==> src/pkg/ppa_defines.svh <==
`ifndef PPA_DEFINES_SVH
`define PPA_DEFINES_SVH

// Byte offsets of the software registers
`define PPA_OFS_ADDR 8'h00
`define PPA_OFS_PADEN 8'h04
`define PPA_OFS_MODE 8'h08
`define PPA_OFS_STAT 8'h0c

// Word indices, byte offset divided by four
`define PPA_IDX_ADDR 2'h0
`define PPA_IDX_PADEN 2'h1
`define PPA_IDX_MODE 2'h2
`define PPA_IDX_STAT 2'h3

// Lowest address bit above the register window
`define PPA_WIN_TOP 4

// Reset values
`define PPA_RST_ADDR 16'h0000
`define PPA_RST_PADEN 16'h0000
`define PPA_RST_MODE 16'h0000

// Field positions in the address and chip-select register
`define PPA_CS2_BIT 15
`define PPA_CS1_BIT 14

// Field positions in the pad mode register
`define PPA_MODE_CS_BIT 0
`define PPA_MODE_ALS_BIT 1

// AXI response codes
`define PPA_RESP_OKAY 2'h0
`define PPA_RESP_SLVERR 2'h2

`endif

==> src/pkg/ppa_pkg.sv <==
package ppa_pkg;

  // Pad bundle: driven level and output enable per pad
  typedef struct packed {
    logic [15:0] oe;
    logic [15:0] dat;
  } ppa_pad_t;

  // Write channel progress
  typedef enum logic {
    PPA_W_IDLE = 1'b0,
    PPA_W_RESP = 1'b1
  } ppa_wrState_t;

  // Read channel progress
  typedef enum logic {
    PPA_R_IDLE = 1'b0,
    PPA_R_DATA = 1'b1
  } ppa_rdState_t;

endpackage

==> src/ppa_reg16.sv <==
`timescale 1ns/100ps
`default_nettype none
module ppa_reg16 #(
  parameter logic [15:0] RESET_VAL = 16'h0000
) (
  // Clock and reset
  input wire logic clk,
  input wire logic rst_b,
  // Write side
  input wire logic wrEn,
  input wire logic [15:0] wrData,
  input wire logic [1:0] wrStrb,
  // Stored value
  output logic [15:0] q
);

  // Each byte lane updates only when its strobe is set
  always_ff @(posedge clk) begin
    if (!rst_b) begin
      q <= RESET_VAL;
    end else if (wrEn) begin
      if (wrStrb[0]) begin
        q[7:0] <= wrData[7:0];
      end
      if (wrStrb[1]) begin
        q[15:8] <= wrData[15:8];
      end
    end
  end

endmodule // ppa_reg16
`default_nettype wire

==> src/ppa_pad_mux.sv <==
`timescale 1ns/100ps
`default_nettype none
`include "ppa_defines.svh"
module ppa_pad_mux #(
  parameter bit CS_ACTIVE_HIGH = 1'b1
) (
  // Clock and reset
  input wire logic clk,
  input wire logic rst_b,
  // Register contents
  input wire logic [15:0] addrReg,
  input wire logic [15:0] padEn,
  input wire logic csPadMode,
  input wire logic strobePadMode,
  // Port I/O fallback and latch strobes
  input wire ppa_pkg::ppa_pad_t portIo,
  input wire logic latchHigh,
  input wire logic latchLow,
  // Registered pad and chip-select outputs
  output ppa_pkg::ppa_pad_t pads,
  output logic csTwo,
  output logic csOne
);
  import ppa_pkg::*;

  // Function value that each pad would carry when enabled
  logic [15:0] funcVal;
  // Next pad state
  ppa_pad_t padNxt;
  // Chip-select pin levels for the current register bits
  logic [1:0] csLvl;

  // Chip-select bit to pin level
  function automatic logic [1:0] csLevel(input logic [1:0] bits);
    return CS_ACTIVE_HIGH ? bits : ~bits;
  endfunction

  // Pick address or the special function for each pad
  always_comb begin
    funcVal = addrReg;
    if (csPadMode) begin
      funcVal[15:14] = csLevel(addrReg[15:14]);
    end
    if (strobePadMode) begin
      funcVal[1:0] = {latchHigh, latchLow};
    end
  end

  // Enabled pads take the function, others stay port I/O
  always_comb begin
    padNxt = portIo;
    for (int i = 14; i < 16; i++) begin
      if (padEn[i]) begin
        padNxt.dat[i] = funcVal[i];
        padNxt.oe[i] = 1'b1;
      end
    end
    for (int i = 2; i < 14; i++) begin
      if (padEn[i]) begin
        padNxt.dat[i] = funcVal[i];
        padNxt.oe[i] = 1'b1;
      end
    end
    for (int i = 0; i < 2; i++) begin
      if (padEn[i]) begin
        padNxt.dat[i] = funcVal[i];
        padNxt.oe[i] = 1'b1;
      end
    end
  end

  // Pads are registered so the pins never see decode glitches
  always_ff @(posedge clk) begin
    if (!rst_b) begin
      pads <= '0;
    end else begin
      pads <= padNxt;
    end
  end

  // Levels taken through a net, since a function result cannot be indexed
  assign csLvl = csLevel(addrReg[`PPA_CS2_BIT -: 2]);

  // Chip selects follow their register bits
  always_ff @(posedge clk) begin
    if (!rst_b) begin
      // Inactive level is the inverse of the active one
      csTwo <= ~CS_ACTIVE_HIGH;
      csOne <= ~CS_ACTIVE_HIGH;
    end else begin
      csTwo <= csLvl[1];
      csOne <= csLvl[0];
    end
  end

endmodule // ppa_pad_mux
`default_nettype wire

==> src/ppa_port_top.sv <==
// Overview of operation
// - Second chip select follows address register top bit
// - First chip select follows address register bit 14
// - Low fourteen bits form the destination address
// - Pad enables 15:14 give address or chip selects
// - Pad enables 13:2 give address lines
// - Pad enables 1:0 give address or latch strobes
//
// Design decisions made here: the placing of the registers and the AXI4-Lite slave port.
`timescale 1ns/100ps
`default_nettype none
`include "ppa_defines.svh"
module ppa_port_top #(
  parameter int ADDR_W = 8,
  parameter bit CS_ACTIVE_HIGH = 1'b1
) (
  // Clock and reset
  input wire logic clk,
  input wire logic rst_b,
  // AXI4-Lite write address
  input wire logic [ADDR_W-1:0] s_axi_awaddr,
  input wire logic s_axi_awvalid,
  output logic s_axi_awready,
  // AXI4-Lite write data
  input wire logic [31:0] s_axi_wdata,
  input wire logic [3:0] s_axi_wstrb,
  input wire logic s_axi_wvalid,
  output logic s_axi_wready,
  // AXI4-Lite write response
  output logic [1:0] s_axi_bresp,
  output logic s_axi_bvalid,
  input wire logic s_axi_bready,
  // AXI4-Lite read address
  input wire logic [ADDR_W-1:0] s_axi_araddr,
  input wire logic s_axi_arvalid,
  output logic s_axi_arready,
  // AXI4-Lite read data
  output logic [31:0] s_axi_rdata,
  output logic [1:0] s_axi_rresp,
  output logic s_axi_rvalid,
  input wire logic s_axi_rready,
  // Port I/O values used while a pad is not enabled
  input wire ppa_pkg::ppa_pad_t portIo,
  // Address-latch strobes from the strobe sequencer
  input wire logic latchHighStrobeIn,
  input wire logic latchLowStrobeIn,
  // Pads and chip selects
  output ppa_pkg::ppa_pad_t portAddressPads,
  output logic chipSelectTwoOut,
  output logic chipSelectOneOut
);
  import ppa_pkg::*;

  // Write channel registers
  logic awReady_r; // Address slot free
  logic wReady_r; // Data slot free
  logic awHeld_r; // Address captured, waiting for data
  logic wHeld_r; // Data captured, waiting for address
  logic [ADDR_W-1:0] awAddr_r; // Captured write address
  logic [31:0] wData_r; // Captured write data
  logic [3:0] wStrb_r; // Captured byte strobes
  logic bValid_r; // Response pending
  logic [1:0] bResp_r; // Response code
  ppa_wrState_t wState_r; // Write progress

  // Read channel registers
  logic arReady_r; // Read address slot free
  logic rValid_r; // Read data pending
  logic [31:0] rData_r; // Read data
  logic [1:0] rResp_r; // Read response code
  ppa_rdState_t rState_r; // Read progress

  // Register contents
  logic [15:0] portAddrReg; // Address and chip-select register
  logic [15:0] padEnReg; // Pad enable register
  logic [15:0] modeReg; // Pad mode register, two bits used

  // Pad state seen by the status register, and the chip-select outputs
  ppa_pad_t padState;
  logic csTwo;
  logic csOne;

  // Write decode
  logic doWrite; // Both halves of a write are here
  logic wrMapped; // Write address hits a register
  logic [1:0] wrIdx; // Word index of the write
  logic wrAddrEn; // Strobe for the address register
  logic wrPadEnEn; // Strobe for the pad enable register
  logic wrModeEn; // Strobe for the mode register

  // Read decode
  logic [31:0] rdWord; // Word at the read address

  // True when the address falls inside the register window
  function automatic logic isMapped(input logic [ADDR_W-1:0] a);
    return a[ADDR_W-1:`PPA_WIN_TOP] == '0;
  endfunction

  // Word index inside the register window
  function automatic logic [1:0] wordIdx(input logic [ADDR_W-1:0] a);
    return a[3:2];
  endfunction

  // The write is carried out once address and data are both held
  assign doWrite = (wState_r == PPA_W_IDLE) && awHeld_r && wHeld_r;
  assign wrMapped = isMapped(awAddr_r);
  assign wrIdx = wordIdx(awAddr_r);

  // One strobe per writable register; status is read only
  assign wrAddrEn = doWrite && wrMapped && (wrIdx == `PPA_IDX_ADDR);
  assign wrPadEnEn = doWrite && wrMapped && (wrIdx == `PPA_IDX_PADEN);
  assign wrModeEn = doWrite && wrMapped && (wrIdx == `PPA_IDX_MODE);

  // Address slot: open only while idle and empty
  always_ff @(posedge clk) begin
    if (!rst_b) begin
      awReady_r <= 1'b0;
      awHeld_r <= 1'b0;
      awAddr_r <= '0;
    end else if (s_axi_awvalid && awReady_r) begin
      // Take the address and close the slot
      awReady_r <= 1'b0;
      awHeld_r <= 1'b1;
      awAddr_r <= s_axi_awaddr;
    end else if (doWrite) begin
      // Consumed; slot reopens after the response
      awHeld_r <= 1'b0;
    end else if (wState_r == PPA_W_IDLE && !awHeld_r) begin
      awReady_r <= 1'b1;
    end
  end

  // Data slot: same scheme, independent of the address slot
  always_ff @(posedge clk) begin
    if (!rst_b) begin
      wReady_r <= 1'b0;
      wHeld_r <= 1'b0;
      wData_r <= '0;
      wStrb_r <= '0;
    end else if (s_axi_wvalid && wReady_r) begin
      // Take the data and close the slot
      wReady_r <= 1'b0;
      wHeld_r <= 1'b1;
      wData_r <= s_axi_wdata;
      wStrb_r <= s_axi_wstrb;
    end else if (doWrite) begin
      wHeld_r <= 1'b0;
    end else if (wState_r == PPA_W_IDLE && !wHeld_r) begin
      wReady_r <= 1'b1;
    end
  end

  // Write response: one per write, unmapped words answer an error
  always_ff @(posedge clk) begin
    if (!rst_b) begin
      wState_r <= PPA_W_IDLE;
      bValid_r <= 1'b0;
      bResp_r <= `PPA_RESP_OKAY;
    end else begin
      unique case (wState_r)
        PPA_W_IDLE: begin
          if (doWrite) begin
            // Writes to the status word are ignored but accepted
            wState_r <= PPA_W_RESP;
            bValid_r <= 1'b1;
            bResp_r <= wrMapped ? `PPA_RESP_OKAY : `PPA_RESP_SLVERR;
          end
        end
        PPA_W_RESP: begin
          if (s_axi_bready) begin
            wState_r <= PPA_W_IDLE;
            bValid_r <= 1'b0;
          end
        end
      endcase
    end
  end

  // Address and chip-select register, cleared at reset
  ppa_reg16 #(
    .RESET_VAL(`PPA_RST_ADDR)
  ) u_addrReg (
    .clk(clk),
    .rst_b(rst_b),
    .wrEn(wrAddrEn),
    .wrData(wData_r[15:0]),
    .wrStrb(wStrb_r[1:0]),
    .q(portAddrReg)
  );

  // Pad enable register, cleared at reset so all pads are port I/O
  ppa_reg16 #(
    .RESET_VAL(`PPA_RST_PADEN)
  ) u_padEnReg (
    .clk(clk),
    .rst_b(rst_b),
    .wrEn(wrPadEnEn),
    .wrData(wData_r[15:0]),
    .wrStrb(wStrb_r[1:0]),
    .q(padEnReg)
  );

  // Pad mode register: chip-select and latch-strobe function choice
  ppa_reg16 #(
    .RESET_VAL(`PPA_RST_MODE)
  ) u_modeReg (
    .clk(clk),
    .rst_b(rst_b),
    .wrEn(wrModeEn),
    .wrData(wData_r[15:0]),
    .wrStrb(wStrb_r[1:0]),
    .q(modeReg)
  );

  // Pad function selection and registered pin drive
  ppa_pad_mux #(
    .CS_ACTIVE_HIGH(CS_ACTIVE_HIGH)
  ) u_padMux (
    .clk(clk),
    .rst_b(rst_b),
    .addrReg(portAddrReg),
    .padEn(padEnReg),
    .csPadMode(modeReg[`PPA_MODE_CS_BIT]),
    .strobePadMode(modeReg[`PPA_MODE_ALS_BIT]),
    .portIo(portIo),
    .latchHigh(latchHighStrobeIn),
    .latchLow(latchLowStrobeIn),
    .pads(padState),
    .csTwo(csTwo),
    .csOne(csOne)
  );

  // Read word selection; reserved bits read as zero
  always_comb begin
    rdWord = '0;
    unique case (wordIdx(s_axi_araddr))
      `PPA_IDX_ADDR: rdWord = {16'h0000, portAddrReg};
      `PPA_IDX_PADEN: rdWord = {16'h0000, padEnReg};
      `PPA_IDX_MODE: rdWord = {30'h00000000, modeReg[1:0]};
      `PPA_IDX_STAT: rdWord = {padState.oe, padState.dat};
    endcase
    if (!isMapped(s_axi_araddr)) begin
      // Outside the window: zero data, error response
      rdWord = '0;
    end
  end

  // Read channel: one read in flight, data held until taken
  always_ff @(posedge clk) begin
    if (!rst_b) begin
      rState_r <= PPA_R_IDLE;
      arReady_r <= 1'b0;
      rValid_r <= 1'b0;
      rData_r <= '0;
      rResp_r <= `PPA_RESP_OKAY;
    end else begin
      unique case (rState_r)
        PPA_R_IDLE: begin
          if (s_axi_arvalid && arReady_r) begin
            // Capture the word in the same edge that takes the address
            rState_r <= PPA_R_DATA;
            arReady_r <= 1'b0;
            rValid_r <= 1'b1;
            rData_r <= rdWord;
            rResp_r <= isMapped(s_axi_araddr) ? `PPA_RESP_OKAY : `PPA_RESP_SLVERR;
          end else begin
            arReady_r <= 1'b1;
          end
        end
        PPA_R_DATA: begin
          if (s_axi_rready) begin
            rState_r <= PPA_R_IDLE;
            rValid_r <= 1'b0;
            arReady_r <= 1'b1;
          end
        end
      endcase
    end
  end

  // Bus outputs come straight from their flip-flops
  assign s_axi_awready = awReady_r;
  assign s_axi_wready = wReady_r;
  assign s_axi_bvalid = bValid_r;
  assign s_axi_bresp = bResp_r;
  assign s_axi_arready = arReady_r;
  assign s_axi_rvalid = rValid_r;
  assign s_axi_rdata = rData_r;
  assign s_axi_rresp = rResp_r;

  // Pin outputs are the pad mux flip-flops
  assign portAddressPads = padState;
  assign chipSelectTwoOut = csTwo;
  assign chipSelectOneOut = csOne;

endmodule // ppa_port_top
`default_nettype wire

==> config.mk <==
export PLATFORM = sky130hd
export DESIGN_NAME = ppa_port_top
export DESIGN_NICKNAME = d
export VERILOG_FILES = /design/src/pkg/ppa_pkg.sv /design/src/ppa_reg16.sv /design/src/ppa_pad_mux.sv /design/src/ppa_port_top.sv
export VERILOG_INCLUDE_DIRS = /design/src /design/src/pkg
export SDC_FILE = /design/constraint.sdc
export NUM_CORES = 1
export LEC_CHECK = 0
export ABC_AREA = 1
export BUFFER_PORTS_ARGS = -buffer_cell sky130_fd_sc_hd__buf_2
export CORE_ASPECT_RATIO = 1.2
export CORE_MARGIN = 1
export CORE_UTILIZATION = 53
export CTS_CLUSTER_DIAMETER = 60
export DETAILED_ROUTE_END_ITERATION = 10
export PLACE_DENSITY = 0.93
export SLEW_MARGIN = 0
export SYNTH_ARGS = -nofsm -noshare
export SYNTH_HDL_FRONTEND = slang
export SYNTH_SLANG_ARGS = --single-unit
==> constraint.sdc <==
create_clock -name clk -period 3.5 [get_ports clk]
set_input_delay 0.35 -clock clk [delete_from_list [all_inputs] [get_ports clk]]
set_output_delay 0.35 -clock clk [all_outputs]
set_load 0.01 [all_outputs]
==> impl_metrics.ini, run 1 <==
[outcome]
outcome = finished, final reports clean

[pwr]
p_clk_share_pct = 48.7
p_leak_nw = 3.139
p_int_mw = 2.838
switching_share_pct = 22.10
switchingPower_mw = 0.8050
p_total_mw = 3.643
power_frac_comb_pct = 6.8
p_seq_share_pct = 44.5
peakVddDrop_mv = 0.3522
power_density_nw_per_um2 = 542.1

[routing]
drt_first_pass_iters = 4
drt_iter0_markers = 342
num_vias = 5064
wl_per_cell_um = 12.42
wl_um = 12620
avgViaCountPerCell = 4.984
drc_errors = 0
final_antenna_net_count = 0

[critical_path]
cp-endpoint = u_addrReg.q[13]
criticalPathCategory = register to register
rr_worst_depth = 6
ff2ff_setup_slack_ps = 1560
crit_fanout = 30
crit_arrival_ps = 2290
r2r_end = u_addrReg.q[13]
r2r-start = wHeld_r
end_kind = register
cp-startpoint = wHeld_r
cp_data_required_time_ps = 3840
start_kind = register

[clock_network]
cts_buffer_depth = 2
cts_made_buffers = 17
cts.sinks = 135
cts_tree = yes
cts_root_buffer = clkbuf_16
h-tree-depth = 4
post_cts_buffers = 0
cts_hold_buf = 0
clk_pin_slew_ps = 50
cts_resized = 0
clock_latency_ps = 410

[sta]
maxSlewHeadroom_pct = 37.54
fin_crit_sh_pct = 55.56
setup_tns_ps = 0
fmax_ghz = 0.5142
drv_slew = 0
setup_viol = 0
rsz0062_at_grt = false
worst_slew_pin_slew_ps = 934.6
final_hold_viol_count = 0
fin_crit_ps = 1945
clock_skew_ps = 4.589

[synth]
async_flop_share_pct = 0
seq_area_frac_synth_pct = 49.72
mappedNetlistArea_um2 = 5435
synth_top_area_share_pct = 49.72
ys_warn_count = 0
synth_edf_count = 0
yosys-top-cells-count = nand2_1 (168), dfxtp_1 (135), nor2_1 (101)
synthDistinctLibCells = 22
syn-instance-count = 754
synth_flop_cell = dfxtp_1
syn_area_per_cell_um2 = 7.209
synth_top_area_cell = dfxtp_1
synth-seq-cells = 135
synthTopCellsByArea = dfxtp_1 (50%), nand2_1 (12%), nor2_1 (7.0%)
synthMostInstantiatedCell = nand2_1

[global_route]
grtUsageTotal_pct = 24.87
grt_pass1_wl_um = 20860
grt_pass1_vias = 4532
antenna_found_initial = 0
grt-ovfl-total = 0
grt_max_degree = 57

[floorplanning]
die_area_um2 = 10670
rows = 40
die_x_um = 94.45
die_h_um = 112.9
start_util_pct = 54.30
coreArea_um2 = 10010
ios = 168

[placement]
io_buffers = 143
placed_cell_area_um2 = 6125
gp_congestion = 0.9047
hpwl_um = 8712

[final_layout]
area.growth.synth_to_final_pct = 23.64
drive_above_1_share_pct = 21.12
postLayoutCellArea_um2 = 6720
nNetsFinal = 972
nFillCells = 859
n_antenna_cell = 0

[job]
maxCapViolations = 0

[min_path]
hold_class = input port to register
timing.hold.worst.start = s_axi_rready
==> power by group through the flow <==
stage	logic [mW]	clock network, mW	registers (mW)
floorplan	0.153	0	1.65
global placement	0.243	0	1.65
detailed placement	0.248	0	1.65
CTS	0.250	1.80	1.62
global route	0.282	1.88	1.63
finish	0.249	1.77	1.62
==> critical path, cell delays in order (launching register included) <==
cell and delay, ps:
dfxtp_1 370, nand3_2 180, nor2_4 520, nand3_1 460, nand2_1 180, inv_1 60
nor2_1 100
==> how the worst min path moves through the flow <==
stage	end	slack, ps	cells past startpoint
2_1_floorplan	u_padMux.csOne	420	2
3_3_place_gp	s_axi_bresp[1]	440	2
3_5_place_dp	s_axi_bresp[1]	450	2
4_1_cts	s_axi_rvalid	130	2
5_1_grt	u_padMux.pads[27]	140	3
6_report	s_axi_rvalid	140	2
==> cell type report <==
| type | instances | area, um2 | share of cell area [%] |
|---|---|---|---|
| Tap cell | 126 | 157.7 | 2.346 |
| Multi-Input combinational cell | 478 | 2142 | 31.87 |
| Timing Repair Buffer | 147 | 745.7 | 11.10 |
| Sequential cell | 135 | 2703 | 40.22 |
| Clock buffer | 21 | 470.5 | 7.001 |
| Inverter | 100 | 376.6 | 5.604 |
| Clock inverter | 9 | 125.1 | 1.862 |
==> state kept, by name, indices dropped and copies added, names as in the netlist, 2 cells and up <==
register,cells
u_padEnReg.q,16
u_modeReg.q,2
s_axi_rdata,32
u_addrReg.q,16
awAddr_r,6
wStrb_r,2
wData_r,16
u_padMux.pads,32
==> cell usage in the layout (no fill, tap or decap) <==
| master | Yosys | routed |
|---|---|---|
| a211oi_1 | 2 | 2 |
| a21oi_1 | 69 | 69 |
| and3_1 | 1 | 1 |
| buf_2 | 9 | 143 |
| buf_4 | 5 | 4 |
| bufinv_16 | 0 | 3 |
| clkbuf_1 | 17 | 1 |
| clkbuf_16 | 0 | 17 |
| clkbuf_8 | 0 | 3 |
| clkinv_1 | 0 | 1 |
| clkinv_2 | 1 | 5 |
| clkinvlp_4 | 0 | 2 |
| conb_1 | 1 | 2 |
| dfxtp_1 | 135 | 135 |
| inv_1 | 96 | 95 |
| inv_2 | 3 | 3 |
| nand2_1 | 168 | 168 |
| nand3_1 | 49 | 49 |
| nand3_2 | 2 | 2 |
| nand4_1 | 32 | 32 |
| nor2_1 | 101 | 101 |
| nor2_2 | 3 | 3 |
| nor2_4 | 3 | 3 |
| o211ai_1 | 4 | 4 |
| o21ai_0 | 42 | 42 |
==> metrics by stage <==
step / utilization, % / hold slack [ps] / cells / setup slack, ps
floorplan: - / 420.2 / 755 / 2278
global placement: 61.19 / 440.7 / 986 / 1559
detailed placement: 61.19 / 449.4 / 986 / 1511
CTS: 67.14 / 131.4 / 1016 / 1543
global route: 67.14 / 143.4 / 1016 / 1367
finish: 67.14 / 142.7 / 1016 / 1555
==> cells by family after synthesis <==
| group | share of synthesized area (%) |
|---|---|
| buffers and inverters | 10.93 |
| DFF | 49.72 |
| other | 0.06899 |
| and+or+nand+nor | 28.22 |
| AOI/OAI and AO/OA | 11.05 |
==> layer usage <==
metal / share of wire (%) / vias up / wire [um] / track usage (%)
met2: 48 / 185 / 6071 / 39.42
met4: 2.2 / 0 / 280 / 11.38
li1: - / 2632 / - / -
met3: 6.6 / 22 / 831 / 6.183
met5: 0 / - / 0 / 0
met1: 43 / 2225 / 5431 / 31.63
Power figures use the tool's default switching activity.
==> run 2, diff against run 1 <==
--- a/config.mk
+++ b/config.mk
@@ -10,10 +10,10 @@
 export BUFFER_PORTS_ARGS = -buffer_cell sky130_fd_sc_hd__buf_2
 export CORE_ASPECT_RATIO = 1.2
 export CORE_MARGIN = 1
-export CORE_UTILIZATION = 53
+export CORE_UTILIZATION = 51
 export CTS_CLUSTER_DIAMETER = 60
 export DETAILED_ROUTE_END_ITERATION = 10
-export PLACE_DENSITY = 0.93
+export PLACE_DENSITY = 0.91
 export SLEW_MARGIN = 0
 export SYNTH_ARGS = -nofsm -noshare
 export SYNTH_HDL_FRONTEND = slang
==> constraint.sdc (replaced) <==
create_clock -name clk -period 2.02 [get_ports clk]
set_input_delay 0.202 -clock clk [delete_from_list [all_inputs] [get_ports clk]]
set_output_delay 0.202 -clock clk [all_outputs]
set_load 0.01 [all_outputs]
==> run 2 against run 1 <==
Against the previous run:
- maximum frequency rose by 21%
- die area grew 3.8%
- via count grew 2.5%
- combinational power rose by 86%
- clock power rose by 84%
- first-iteration DRC count down 17%
- register-to-register slack worse by 1100 ps
==> impl_metrics.ini, run 2 (synthesis results as in run 1) <==
[min_path]
holdPathStages = 3
timing.hold.worst.start = portIo[0]
hold_class = input port to register
holdPathEnd = u_padMux.pads[0]

[final_layout]
multi_input_area_um2 = 2142
drive_above_1_share_pct = 21.85
layout_common_cells = nand2_1 (168), buf_2 (143), dfxtp_1 (135)
seqCellArea_um2 = 2703
final_common_cell = nand2_1
nFillCells = 865
nNetsFinal = 986
area.growth.synth_to_final_pct = 26.96
n_antenna_cell = 0

[floorplanning]
coreArea_um2 = 10210
start_util_pct = 53.24
die_h_um = 115.1
rows = 40
ios = 168
die_x_um = 96.24
die_area_um2 = 11080

[pwr]
power_density_nw_per_um2 = 945.5
p_clk_share_pct = 49.9
p_leak_nw = 3.219
p_int_mw = 5.058
switchingPower_mw = 1.466
switching_share_pct = 22.48
p_seq_share_pct = 43.0
peakVddDrop_mv = 0.5892
power_frac_comb_pct = 7.1

[sta]
drv_slew = 0
worst_slew_pin_slew_ps = 698.0
fmax_ghz = 0.6222
maxSlewHeadroom_pct = 53.47
clock_skew_ps = 6.941
setup_tns_ps = 0
final_hold_viol_count = 0
hold_ws_ps = 7.594
fin_crit_sh_pct = 79.56
fin_crit_ps = 1607
rsz0062_at_grt = false
setup_viol = 0

[routing]
avgViaCountPerCell = 5.028
num_vias = 5189
drt_first_pass_iters = 5
wl_um = 13240
wl_per_cell_um = 12.83
drt_iter0_markers = 283
final_antenna_net_count = 0
drc_errors = 0

[placement]
io_buffers = 143
hpwl_um = 9178
gp_congestion = 0.8690

[global_route]
antenna_found_initial = 0
grt_pass1_vias = 4721
grt_max_degree = 80
grt-ovfl-total = 0
grtUsageTotal_pct = 24.67
grt_pass1_wl_um = 21020

[critical_path]
cp_data_required_time_ps = 2360
ff2ff_setup_slack_ps = 410
end_kind = register
r2r_end = u_addrReg.q[1]
rr_worst_depth = 7
crit_fanout = 10
start_kind = register
criticalPathCategory = register to register
crit_arrival_ps = 1950
r2r-start = wState_r

[clock_network]
clock_latency_ps = 410
h-tree-depth = 4
cts_buffer_depth = 2
cts_tree = yes
cts_resized = 0
cts_made_buffers = 17
cts_hold_buf = 5
cts_root_buffer = clkbuf_16
post_cts_buffers = 0
cts.sinks = 135
clk_pin_slew_ps = 60

[outcome]
outcome = finished, final reports clean

[job]
maxCapViolations = 0
==> run 2: cell count changes in the layout (fill, tap and decap cells not counted), sizes merged <==
cell         before  now
buf             147  156
bufinv            3    4
clkinv            6    5
clkinvlp          2    4
dlygate4sd3       0    5
==> run 2: per-layer routing <==
layer  track usage (%)  vias up  share of wire (%)
met5                 0        -                  0
met4             11.44        0                2.5
met3             7.407       25                7.6
met2             42.93      211                 49
met1             27.19     2281                 41
li1                  -     2672                  -
==> run 2: worst max-delay path, stage by stage (launching register included) <==
cell and delay [ps]:
dfxtp_1 340, inv_2 70, nand3_2 130, nor2_4 280, nand3_1 370, nand2_1 180, inv_1 60, nor2_1 100
==> run 2: cell type report <==
| cell class | instances | share of cell area [%] |
|---|---|---|
| tap | 126 | 2.285 |
| multi-input combinational | 478 | 31.04 |
| inverter | 100 | 5.458 |
| clock buffer | 21 | 6.673 |
| sequential | 135 | 39.17 |
| timing repair buffer | 161 | 12.87 |
| clock inverter | 11 | 2.502 |
==> run 2: power groups by stage <==
stage / logic [mW] / registers [mW] / clock network [mW]
after global placement: 0.446 / 2.86 / 0
final: 0.464 / 2.80 / 3.26
after global routing: 0.521 / 2.81 / 3.42
after floorplan: 0.265 / 2.86 / 0
after detailed placement: 0.453 / 2.86 / 0
after CTS: 0.465 / 2.80 / 3.29
==> run 2: how the worst max path moves through the flow <==
stage | from | to | slack (ps) | cells after the start
floorplan | wState_r | u_addrReg.q[7] | 800 | 8
global placement | wState_r | u_addrReg.q[14] | 560 | 7
detailed placement | wState_r | u_addrReg.q[9] | 500 | 7
CTS | wState_r | u_addrReg.q[1] | 430 | 7
global route | wState_r | u_addrReg.q[1] | 300 | 7
finish | wState_r | u_addrReg.q[1] | 410 | 7
==> run 2: metrics by stage <==
| stage | utilization [%] | cells | power (mW) | instance area, um2 | setup WS, ps |
|---|---|---|---|---|---|
| final | 67.59 | 1032 | 6.524 | 6900 | 412.9 |
| after global routing | 67.59 | 1032 | 6.752 | 6900 | 297.8 |
| after global placement | 60.89 | 995 | 3.301 | 6217 | 563.5 |
| after floorplan | - | 755 | 3.130 | 5439 | 797.5 |
| after detailed placement | 60.89 | 995 | 3.312 | 6217 | 502.1 |
| after CTS | 67.59 | 1032 | 6.557 | 6900 | 426.9 |
